[src/verilog/pbf_defines.vh]
// Function
// - host writes bytes like a fast printer port; each accepted byte is buffered
// - accepted bytes stay in external ram until the printer can take them
// - stored bytes go to the printer as fast as accepted until empty
// - draining to the printer runs on its own without host action
// - host reads full and busy status before writes to avoid overflow
// - printer side senses ack and busy and answers before next data
// - queue in external static ram holds up to 64k minus one bytes
// - two independent 16-bit pointers: read pointer and store pointer
// - pointers compared continuously to decide full and empty
// - pointers multiplexed onto one 16-bit ram address bus, one at a time
// - host write strobe captures host data into first input register
// - first register moves synchronously into second register before ram write
// - bytes read from ram captured in third register, driven to printer outputs
// - ram data bus driven for writes half the time, released for reads otherwise
// - controller generates ram select and write strobe, owning ram timing
// - host port has chip select, read/write and eight-bit data bus
// - printer port has data strobe, eight data outputs, busy and ack inputs
// - single 100 mhz system clock and master reset drive all logic
// - on initialization read pointer equals store pointer, queue empty
// - empty when pointers equal, full when store plus one equals read
// - pointers increment after access and wrap modulo memory size
`ifndef PBF_DEFINES_VH
`define PBF_DEFINES_VH
// ==========================================
// widths
`define PBF_ADDR_W      16
`define PBF_DATA_W      8
// ==========================================
// timing generator: 8 states, writes in 0..3, reads in 4..7
`define PBF_PHASE_W     3
`define PBF_WE_ON       3'h1
`define PBF_WE_OFF      3'h3
`define PBF_WR_LAST     3'h3
`define PBF_RD_SAMPLE   3'h6
`define PBF_RD_LAST     3'h7
// ==========================================
// printer strobe timing in ns, at 10 ns clock
`define PBF_CLK_NS      10
`define PBF_SETUP_NS    500
`define PBF_STROBE_NS   500
`define PBF_HOLD_NS     500
`define PBF_SETUP_CYC   ((`PBF_SETUP_NS + `PBF_CLK_NS - 1) / `PBF_CLK_NS)
`define PBF_STROBE_CYC  ((`PBF_STROBE_NS + `PBF_CLK_NS - 1) / `PBF_CLK_NS)
`define PBF_HOLD_CYC    ((`PBF_HOLD_NS + `PBF_CLK_NS - 1) / `PBF_CLK_NS)
`define PBF_CNT_W       8
// ==========================================
// status byte layout
`define PBF_ST_FULL     0
`define PBF_ST_BUSY     1
`define PBF_ST_READY    2
`define PBF_ST_EMPTY    3
`endif

[src/verilog/pbf_printer_port.v]
`timescale 1ns/1ps
`default_nettype none
`include "pbf_defines.vh"
module pbf_printer_port #(
  parameter SETUP_CYC  = `PBF_SETUP_CYC,
  parameter STROBE_CYC = `PBF_STROBE_CYC,
  parameter HOLD_CYC   = `PBF_HOLD_CYC
) (
  input  wire                   ref_clk,
  input  wire                   rst,
  input  wire                   byte_valid,
  input  wire [`PBF_DATA_W-1:0] byte_in,
  output wire                   byte_taken,
  input  wire                   printer_busy,
  input  wire                   printer_ack_n,
  output reg  [`PBF_DATA_W-1:0] printer_data_out_ff,
  output reg                    printer_data_strobe_n_ff,
  output wire                   port_busy
);
  // ==========================================
  // states
  localparam [4:0] S_IDLE  = 5'h01;
  localparam [4:0] S_SETUP = 5'h02;
  localparam [4:0] S_STRB  = 5'h04;
  localparam [4:0] S_HOLD  = 5'h08;
  localparam [4:0] S_ACK   = 5'h10;

  reg [4:0]            state_ff;
  reg [4:0]            nxt_state;
  reg [`PBF_CNT_W-1:0] cnt_ff;
  reg [`PBF_CNT_W-1:0] nxt_cnt;
  reg                  ack_seen_ff;

  assign byte_taken = state_ff[0] & byte_valid & ~printer_busy;
  assign port_busy  = ~state_ff[0];

  always @* begin
    nxt_state = state_ff;
    nxt_cnt   = cnt_ff + 8'h01;
    case (state_ff)
      S_IDLE: begin
        nxt_cnt = 8'h00;
        if (byte_taken)
          nxt_state = S_SETUP;
      end
      S_SETUP: begin
        if (cnt_ff == SETUP_CYC[`PBF_CNT_W-1:0] - 8'h01) begin
          nxt_state = S_STRB;
          nxt_cnt   = 8'h00;
        end
      end
      S_STRB: begin
        if (cnt_ff == STROBE_CYC[`PBF_CNT_W-1:0] - 8'h01) begin
          nxt_state = S_HOLD;
          nxt_cnt   = 8'h00;
        end
      end
      S_HOLD: begin
        if (cnt_ff == HOLD_CYC[`PBF_CNT_W-1:0] - 8'h01) begin
          nxt_state = S_ACK;
          nxt_cnt   = 8'h00;
        end
      end
      S_ACK: begin
        // next byte only after the printer acknowledged and dropped busy
        nxt_cnt = 8'h00;
        if ((ack_seen_ff | ~printer_ack_n) & ~printer_busy)
          nxt_state = S_IDLE;
      end
      default: nxt_state = S_IDLE;
    endcase
  end

  always @(posedge ref_clk) begin
    if (rst) begin
      state_ff                 <= S_IDLE;
      cnt_ff                   <= 8'h00;
      ack_seen_ff              <= 1'b0;
      printer_data_out_ff      <= 8'h00;
      printer_data_strobe_n_ff <= 1'b1;
    end else begin
      state_ff <= nxt_state;
      cnt_ff   <= nxt_cnt;
      if (byte_taken)
        printer_data_out_ff <= byte_in;
      printer_data_strobe_n_ff <= ~nxt_state[2];
      // ack pulse may come during strobe or hold; remember it
      if (state_ff[0])
        ack_seen_ff <= 1'b0;
      else if (~printer_ack_n)
        ack_seen_ff <= 1'b1;
    end
  end
endmodule
`default_nettype wire

[src/verilog/pbf_controller.v]
`timescale 1ns/1ps
`default_nettype none
`include "pbf_defines.vh"
module pbf_controller #(
  parameter ADDR_W     = `PBF_ADDR_W,
  parameter SETUP_CYC  = `PBF_SETUP_CYC,
  parameter STROBE_CYC = `PBF_STROBE_CYC,
  parameter HOLD_CYC   = `PBF_HOLD_CYC
) (
  input  wire                   ref_clk,
  input  wire                   rst,
  input  wire                   host_cs_n,
  input  wire                   host_rd_wr_n,
  input  wire                   host_wr_strobe_n,
  input  wire [`PBF_DATA_W-1:0] host_data_bus_in,
  output reg  [`PBF_DATA_W-1:0] host_data_bus_out_ff,
  output reg                    host_data_bus_oe_n_ff,
  output reg  [ADDR_W-1:0]      ram_address_bus_ff,
  input  wire [`PBF_DATA_W-1:0] ram_data_bus_in,
  output reg  [`PBF_DATA_W-1:0] ram_data_bus_out_ff,
  output reg                    ram_data_bus_oe_n_ff,
  output reg                    ram_select_n_ff,
  output reg                    ram_write_strobe_n_ff,
  output reg  [`PBF_DATA_W-1:0] printer_data_out_ff,
  output reg                    printer_data_strobe_n_ff,
  input  wire                   printer_busy,
  input  wire                   printer_ack_n
);
  // ==========================================
  // pointer arithmetic, modulo 2^ADDR_W
  function [ADDR_W-1:0] ptr_inc;
    input [ADDR_W-1:0] p;
    begin
      ptr_inc = p + {{(ADDR_W-1){1'b0}}, 1'b1};
    end
  endfunction

  // ==========================================
  // state
  reg [`PBF_PHASE_W-1:0] phase_ff;
  reg [ADDR_W-1:0]       store_ptr_ff;
  reg [ADDR_W-1:0]       read_ptr_ff;
  reg [`PBF_DATA_W-1:0]  reg1_ff;
  reg                    reg1_full_ff;
  reg                    reg1_sync_ff;
  reg [`PBF_DATA_W-1:0]  reg2_ff;
  reg                    reg2_full_ff;
  reg                    wr_req_ff;
  reg                    rd_cycle_ff;
  reg [`PBF_DATA_W-1:0]  reg3_ff;
  reg                    reg3_full_ff;
  reg                    strobe_d_ff;
  wire                   q_empty;
  wire                   q_full;
  wire                   wr_edge;
  wire                   host_read;
  wire                   reg3_taken;
  wire                   port_busy;
  wire [`PBF_DATA_W-1:0] port_data;
  wire                   port_strobe_n;
  wire                   busy_flag;
  wire [`PBF_PHASE_W-1:0] phase_next;
  wire                   wr_start;
  wire                   wr_drive;
  wire                   rd_start;
  wire                   rd_drive;
  wire                   we_on;

  // ==========================================
  // queue flags, combinational off both pointers
  assign q_empty = (read_ptr_ff == store_ptr_ff);
  assign q_full  = (ptr_inc(store_ptr_ff) == read_ptr_ff);

  // host write latches on the rising edge of the strobe
  assign wr_edge   = ~host_cs_n & ~host_rd_wr_n & host_wr_strobe_n & ~strobe_d_ff;
  assign host_read = ~host_cs_n & host_rd_wr_n;
  assign busy_flag = ~q_empty | reg1_full_ff | reg2_full_ff | reg3_full_ff | port_busy;

  // ==========================================
  // slot decodes: pins are registered, so each one is taken a phase early
  assign phase_next = phase_ff + 3'h1;
  // a write is requested only before a whole write slot, never part way in
  assign wr_start   = (phase_ff == `PBF_RD_LAST) & reg2_full_ff & ~q_full;
  assign wr_drive   = wr_start | (wr_req_ff & ~phase_ff[2] & (phase_ff != `PBF_WR_LAST));
  assign rd_start   = (phase_ff == `PBF_WR_LAST) & ~q_empty & ~reg3_full_ff;
  assign rd_drive   = rd_start | (rd_cycle_ff & phase_ff[2] & (phase_ff != `PBF_RD_LAST));
  assign we_on      = wr_req_ff & ((phase_ff == 3'h0) | (phase_ff == `PBF_WE_ON));

  // ==========================================
  // timing generator: free-running 8 states
  always @(posedge ref_clk) begin
    if (rst)
      phase_ff <= 3'h0;
    else
      phase_ff <= phase_ff + 3'h1;
  end

  // ==========================================
  // host side two-stage input fifo
  always @(posedge ref_clk) begin
    if (rst) begin
      strobe_d_ff  <= 1'b1;
      reg1_ff      <= 8'h00;
      reg1_full_ff <= 1'b0;
      reg1_sync_ff <= 1'b0;
      reg2_ff      <= 8'h00;
      reg2_full_ff <= 1'b0;
    end else begin
      strobe_d_ff  <= host_wr_strobe_n | host_cs_n | host_rd_wr_n;
      reg1_sync_ff <= reg1_full_ff;
      // a write while reg1 still holds a byte is the host ignoring ready; dropped
      if (wr_edge & ~reg1_full_ff) begin
        reg1_ff      <= host_data_bus_in;
        reg1_full_ff <= 1'b1;
      end else if (reg1_sync_ff & reg1_full_ff & ~reg2_full_ff) begin
        reg1_full_ff <= 1'b0;
      end
      if (reg1_sync_ff & reg1_full_ff & ~reg2_full_ff) begin
        reg2_ff      <= reg1_ff;
        reg2_full_ff <= 1'b1;
      end else if (wr_req_ff & (phase_ff == `PBF_WR_LAST)) begin
        reg2_full_ff <= 1'b0;
      end
    end
  end

  // ==========================================
  // ram slot control
  always @(posedge ref_clk) begin
    if (rst) begin
      store_ptr_ff <= {ADDR_W{1'b0}};
      read_ptr_ff  <= {ADDR_W{1'b0}};
      wr_req_ff    <= 1'b0;
      rd_cycle_ff  <= 1'b0;
      reg3_ff      <= 8'h00;
      reg3_full_ff <= 1'b0;
    end else begin
      // request only at the edge before a write slot, so no slot is cut short
      if (wr_start)
        wr_req_ff <= 1'b1;
      else if (wr_req_ff && phase_ff == `PBF_WR_LAST) begin
        wr_req_ff    <= 1'b0;
        store_ptr_ff <= ptr_inc(store_ptr_ff);
      end
      // read slot only when the queue holds data and reg3 has room
      if (rd_start)
        rd_cycle_ff <= 1'b1;
      else if (rd_cycle_ff && phase_ff == `PBF_RD_LAST) begin
        rd_cycle_ff <= 1'b0;
        read_ptr_ff <= ptr_inc(read_ptr_ff);
      end
      if (rd_cycle_ff && phase_ff == `PBF_RD_SAMPLE) begin
        reg3_ff      <= ram_data_bus_in;
        reg3_full_ff <= 1'b1;
      end else if (reg3_taken) begin
        reg3_full_ff <= 1'b0;
      end
    end
  end

  // ==========================================
  // ram pins, all registered
  always @(posedge ref_clk) begin
    if (rst) begin
      ram_address_bus_ff    <= {ADDR_W{1'b0}};
      ram_data_bus_out_ff   <= 8'h00;
      ram_data_bus_oe_n_ff  <= 1'b1;
      ram_select_n_ff       <= 1'b1;
      ram_write_strobe_n_ff <= 1'b1;
    end else begin
      // one pointer on the bus at a time; pins lag a clock, so pick by the next phase
      if (phase_next[2])
        ram_address_bus_ff <= read_ptr_ff;
      else
        ram_address_bus_ff <= store_ptr_ff;
      ram_data_bus_out_ff   <= reg2_ff;
      // drive only during the write half
      ram_data_bus_oe_n_ff  <= ~wr_drive;
      ram_select_n_ff       <= ~(wr_drive | rd_drive);
      // strobe low for states 1 and 2 of the write slot for setup and hold margin
      ram_write_strobe_n_ff <= ~we_on;
    end
  end

  // ==========================================
  // host status read, no side effects
  always @(posedge ref_clk) begin
    if (rst) begin
      host_data_bus_out_ff  <= 8'h00;
      host_data_bus_oe_n_ff <= 1'b1;
    end else begin
      host_data_bus_oe_n_ff <= ~host_read;
      host_data_bus_out_ff  <= 8'h00;
      host_data_bus_out_ff[`PBF_ST_FULL]  <= q_full;
      host_data_bus_out_ff[`PBF_ST_BUSY]  <= busy_flag;
      host_data_bus_out_ff[`PBF_ST_READY] <= ~reg1_full_ff;
      host_data_bus_out_ff[`PBF_ST_EMPTY] <= q_empty;
    end
  end

  // ==========================================
  // printer handshake
  pbf_printer_port #(
    .SETUP_CYC  (SETUP_CYC),
    .STROBE_CYC (STROBE_CYC),
    .HOLD_CYC   (HOLD_CYC)
  ) u_port (
    .ref_clk                  (ref_clk),
    .rst                      (rst),
    .byte_valid               (reg3_full_ff),
    .byte_in                  (reg3_ff),
    .byte_taken               (reg3_taken),
    .printer_busy             (printer_busy),
    .printer_ack_n            (printer_ack_n),
    .printer_data_out_ff      (port_data),
    .printer_data_strobe_n_ff (port_strobe_n),
    .port_busy                (port_busy)
  );

  // top outputs come from flip-flops; re-register the port pins
  always @(posedge ref_clk) begin
    if (rst) begin
      printer_data_out_ff      <= 8'h00;
      printer_data_strobe_n_ff <= 1'b1;
    end else begin
      printer_data_out_ff      <= port_data;
      printer_data_strobe_n_ff <= port_strobe_n;
    end
  end
endmodule
`default_nettype wire

[config.mk]
export PLATFORM = sky130hd
export DESIGN_NAME = pbf_controller
export DESIGN_NICKNAME = d
export VERILOG_FILES = /design/src/verilog/pbf_printer_port.v /design/src/verilog/pbf_controller.v
export VERILOG_INCLUDE_DIRS = /design/src /design/src/verilog
export SDC_FILE = /design/constraint.sdc
export NUM_CORES = 1
export LEC_CHECK = 0
export ABC_AREA = 1
export BUFFER_PORTS_ARGS = -buffer_cell sky130_fd_sc_hd__buf_4
export CORE_UTILIZATION = 50
export CTS_CLUSTER_DIAMETER = 40
export DETAILED_ROUTE_END_ITERATION = 12
export PLACE_DENSITY = 0.71
export SLEW_MARGIN = 0
export SYNTH_ARGS = -nofsm -noshare
export SYNTH_HDL_FRONTEND = slang
export SYNTH_SLANG_ARGS = --single-unit
[constraint.sdc]
create_clock -name ref_clk -period 2.35 [get_ports ref_clk]
set_input_delay 0.235 -clock ref_clk [delete_from_list [all_inputs] [get_ports ref_clk]]
set_output_delay 0.235 -clock ref_clk [all_outputs]
set_load 0.02 [all_outputs]
Yosys cells after proc, flatten, opt, wreduce, memory -nomap -nowiden
Index checks and enable logic that the tools add are counted.
{"block": "word_totals", "wordCells": 136, "output_inout_bits": 45, "register_bits": 134}
{"block": "classes", "addsub": 4, "n_reduce_logical": 15, "mux": 19, "n_bitwise": 50, "n_eq_ne": 19}
{"op": "16-bit by 1-bit adder with 16-bit output, second input constant", "count": 2}
{"op": "16-bit equality test", "count": 2}
{"op": "5-bit two-way mux", "count": 5}
{"op": "5-bit one-hot mux with 5 select lines", "count": 1}
{"op": "1-bit AND", "count": 20}
{"op": "1-bit NOT", "count": 19}
{"op": "16-bit two-way mux", "count": 1}
{"op": "8-bit one-hot mux with 2 select lines", "count": 1}
{"op": "1-bit OR", "count": 11}
{"op": "1-bit two-way mux", "count": 10}
{"op": "2-bit nonzero test", "count": 5}
{"op": "8-bit by 1-bit adder with 8-bit output, second input constant", "count": 1}
{"op": "8-bit by 6-bit equality test with 1-bit output, second input constant", "count": 1}
{"op": "8-bit two-way mux", "count": 1}
{"op": "2-bit by 1-bit inequality test with 1-bit output, second input constant", "count": 4}
{"op": "3-bit equality test, second input constant", "count": 2}
{"op": "5-bit by 1-bit equality test with 1-bit output, second input constant", "count": 1}
{"op": "5-bit by 2-bit equality test with 1-bit output, second input constant", "count": 1}
{"op": "5-bit by 3-bit equality test with 1-bit output, second input constant", "count": 1}
{"op": "5-bit by 4-bit equality test with 1-bit output, second input constant", "count": 1}
{"op": "5-bit equality test, second input constant", "count": 1}
{"op": "5-bit AND reduction", "count": 1}
{"op": "2-bit AND reduction", "count": 2}
{"op": "2-bit OR reduction", "count": 2}
{"op": "9 further kinds", "count": 11}

Logic depth before layout (Yosys ltp)
{"block": "depth", "ltp_word": 7, "depth_mapped": 15, "depth_no_buf": 15}

Modules after synthesis
From an unflattened synthesis, not the netlist that was laid out.
{"block": "unflattened", "hier_cells": 865, "area_unflattened_um2": 6149.6}
{"module": "pbf_controller", "seq_area_each_um2": 2142.1, "cells_each": 706, "area_each_um2": 5026.1, "n_inst": 1}
{"module": "pbf_printer_port", "seq_area_each_um2": 460.4, "cells_each": 159, "area_each_um2": 1123.6, "n_inst": 1}

Worst setup path after synthesis
No wires, ideal clock.
{"block": "synth_path", "path_type": "register to register", "startpoint": "register store_ptr_ff[1]", "endpoint": "register store_ptr_ff[1]", "path_stages_with_launch": 16, "setup_slack_ns": 0.378, "arrival_ns": 1.857, "path_buffers": 1, "required_ns": 2.235, "cell_sequence": "dfxtp_1 > ha_1 > nand2_1 > nor2_4 > nand2_2 > nor2_1 > nand2_1 > nand2_1 > nand3_1 > nor2_2 > nand2_2 > o21bai_4 > buf_6 > nand3b_1 > nand2_1 > nor2_1"}
{"block": "synth_between", "elab_chain_len": 6}
{"element": "from (decl)", "line_no": "pbf_controller.v:41", "text": "reg [ADDR_W-1:0] store_ptr_ff;"}
{"element": "from (signal assigned)", "line_no": "pbf_controller.v:131", "text": "store_ptr_ff <= {ADDR_W{1'b0}};"}
{"element": "from (signal assigned)", "line_no": "pbf_controller.v:143", "text": "store_ptr_ff <= ptr_inc(store_ptr_ff);"}
{"element": "16-bit by 1-bit adder with 16-bit output (*)", "line_no": "pbf_controller.v:34", "text": "ptr_inc = p + {{(ADDR_W-1){1'b0}}, 1'b1};"}
{"element": "16-bit equality test", "line_no": "pbf_controller.v:72", "text": "assign q_full = (ptr_inc(store_ptr_ff) == read_ptr_ff);"}
{"element": "1-bit NOT", "line_no": "pbf_controller.v:83", "text": "assign wr_start = (phase_ff == `PBF_RD_LAST) & reg2_full_ff & ~q_full;"}
{"element": "1-bit AND", "line_no": "pbf_controller.v:83"}
{"element": "1-bit NOT (no source line)"}
{"element": "2-bit AND reduction (no source line)"}
Every way passes the cells marked *; elsewhere a longest branch is shown, timed or not.
A chain may end at the register's enable or synchronous reset.

Final worst setup path
{"block": "layout_path", "startpoint": "register store_ptr_ff[1]", "endpoint": "register store_ptr_ff[10]"}
The elaborated chain is that of the path after synthesis.

==> reports/qor.yml <==
place_ws_ns: 0.0869
seqPwrFrac_pct: 42.9
drtIter0Drc: 315
start_util_pct: 51.7
critical-path-slowest-cell: "dfxtp_4"
htree_num_levels: 4
fin_crit_ns: 2.22
io_pins: 68
cts_root_buffer: "clkbuf_16"
hold_violations: 0
synth_area_leaders: "dfxtp_1 (44%), nand2_1 (8.1%), nor2_1 (7.7%)"
combinationalPowerShare_pct: 4.0
path_max_fanout: 7
grt_overflow: 0
synth.largest_area_cell: "dfxtp_1"
worst_hold_path_type: "input pin to flip-flop"
grt_pass1_vias: 5114
first_pass_iters: 5
via_count: 5432
antenna_found_initial: 0
fp.dieH_um: 111
rows: 39
leakagePower_uw: 0.00315
power.clock.fraction_pct: 53.1
path_common_cell: "nand2_1"
die_x_um: 111
routed_wl_um: 14700
async_flop_share_pct: 0
synth_ff_type: "dfxtp_1"
dpl.hpwl_um: 10300
antenna_cells: 0
cts_num_sinks: 130
synth_seq_cells: 130
yosysMostFrequentCell: "dfxtp_1"
clk_path_buf_depth: 2
max_stage_delay_ns: 0.36
internal-power_uw: 4100
tritoncts: "done"
setup-violations-final: 0
yosysUniqueCellTypes: 34
synthTopCellsByCount: "dfxtp_1 (130), nand2_1 (128), nor2_1 (121)"
track_usage_pct: 24.3
nets: 914
end_kind: "flip-flop"
p_switching_uw: 1130
cts-buffers-inserted: 17
netlist_area_um2: 5920
rrSetupSlack_ns: 0.13
postLayoutCellArea_um2: 7330
viasPerCell: 5.24
clkTransAtPathRegs_ns: 0.06
gp_congestion: 0.900
start_kind: "flip-flop"
clock_skew_ns: 0.00490
power_density_nw_per_um2: 713
ys_warn_count: 0
grt_pass1_wl_um: 24000
finalCritPeriodShare_pct: 94.3
path_class: "flip-flop to flip-flop"
placed_area_um2: 6560
slew_viol_final: 0
setup_ws_ns: 0.134
die_area_um2: 12300
avgSynthCellArea_um2: 7.32
final_antenna_net_count: 0
drc_errors: 0
grt_max_degree: 72
cap_violations: 0
fp.coreArea_um2: 11500
synth-edff-count: 0
required_ns: 2.67
fillCellCount: 1004
syn_inst: 809
hold_buffers: 0
drive_gt1_share_pct: 18.0
routedWlPerCell_um: 14.2
switching_share_pct: 21.5
synth_top_cell_area_share_pct: 43.9
clk_latency_ns: 0.42
worst_pin_slew_ns: 0.616
vdd_drop_max_mv: 0.635
area_growth_pct: 23.7
max-slew-margin-rel_pct: 58.8
status: "complete, no violations"
ys_seq_area_share_pct: 43.9
path_cells: "buf_4 -> nand2_1 -> nor2_2 -> nand2_4 -> nor2_4 -> nand3_1 -> nand2_1 -> nand2_1 -> nor2_2 -> nand2_2 -> o21bai_4 -> clkbuf_16 -> nand3_1 -> nand2_1 -> nor2_1"
fmax_mhz: 451
port_buffers: 63
arrival_ns: 2.53
-- logic make-up (layout without fill, tap and decap cells) --
group,Yosys count,in the layout,share of synthesized area (%)
DFF,130,130,43.9
AOI/OAI and AO/OA,135,135,11.9
adders and majority gates,10,10,2.11
other,1,4,0.0633
xor gates and xnor gates,37,37,5.60
and+or+nand+nor,368,368,27.4
buffers and inverters,128,210,8.96
-- per-stage QoR --
stage | std cells | power [µW] | utilization [%] | hold slack [ns] | setup TNS, ns
after detailed placement | 998 | 2500 | 57.2 | 0.409 | 0
after CTS | 1030 | 5260 | 62.7 | 0.00240 | 0
final | 1037 | 5230 | 63.9 | 0.0132 | 0
after floorplan | 812 | 2410 | - | 0.318 | 0
after global placement | 998 | 2500 | 57.2 | 0.403 | 0
after global routing | 1037 | 5380 | 63.9 | 0.0181 | -0.00550
-- power groups by stage --
stage                     registers [µW]  logic [µW]  clock network (µW)
after CTS                           2240         212                2810
after floorplan                     2310        97.7                   0
final                               2240         210                2780
after global routing                2240         231                2910
after detailed placement            2290         211                   0
after global placement              2290         208                   0
-- state kept, by name (all words and copies together), names as in the netlist, 3 cells and up --
register	flops
ram_address_bus_ff	16
read_ptr_ff	16
store_ptr_ff	16
printer_data_out_ff	8
ram_data_bus_out_ff	8
reg1_ff	8
reg2_ff	8
reg3_ff	8
u_port.cnt_ff	8
u_port.printer_data_out_ff	8
u_port.state_ff	5
host_data_bus_out_ff	4
phase_ff	3
-- worst paths after layout --
check | start | endpoint | depth (start not counted)
min | host_rd_wr_n | host_data_bus_oe_n_ff$_SDFF_PP1_ | 2
min reg2reg | u_port.printer_data_out_ff[1]$_SDFFE_PP0P_ | printer_data_out_ff[1]$_SDFF_PP0_ | 2
max reg2reg | store_ptr_ff[1]$_SDFFE_PP0P_ | store_ptr_ff[10]$_SDFFE_PP0P_ | 15
max | store_ptr_ff[1]$_SDFFE_PP0P_ | store_ptr_ff[10]$_SDFFE_PP0P_ | 15
-- routing by layer --
metal  track usage (%)  share of wire, %  up-vias
li1                  -                 -     2743
met4              12.0               2.4        0
met5                 0                 0        -
met2              38.4                47      180
met1              31.4                44     2482
met3              5.19               6.6       27
-- timing repair --
| item | 4_1_cts | 5_1_grt |
|---|---|---|
| setup buffers | 0 | 5 |
| hold endpoints to repair | 0 | 0 |
| gates resized for setup | 0 | 18 |
| endpoints found under the setup margin | 0 | 18 |
-- cell type report --
class                   instances  area [µm²]  share of cell area (%)
clock buffers                  22         484                    6.61
inverters                      89         334                    4.56
repair buffers                 89         728                    9.94
flip-flops and latches        130        2620                    35.7
well taps                     143         179                    2.44
multi-input cells             554        2840                    38.7
clock inverters                10         148                    2.01
-- critical path: cells and delay by family, from the launching register on --
| kind | cells | cell delay, ns |
|---|---|---|
| buf+inv | 2 | 0.35 |
| simple gates | 12 | 1.12 |
| compound gates | 1 | 0.29 |
| flops | 1 | 0.36 |
-- placed cells by master, fill, tap and decap left out, types with 4 or more instances in the layout --
cell type  Yosys  final
a21oi_1       74     74
buf_4          5     85
clkbuf_16      0     19
clkbuf_8       0      4
conb_1         1      4
dfxtp_1      130    123
dfxtp_2        0      5
ha_1          10      9
inv_1         83     83
nand2_1      128    126
nand2_2        7      8
nand3_1       63     62
nand3b_1       6      6
nand4_1        9      9
nor2_1       121    119
nor2_2         4      5
nor2_4         4      5
nor3_1        11     11
nor4_1         8      8
o21ai_0       55     55
xnor2_1       11     11
xor2_1        25     25
Note: power is estimated with default switching activity, not from simulation.
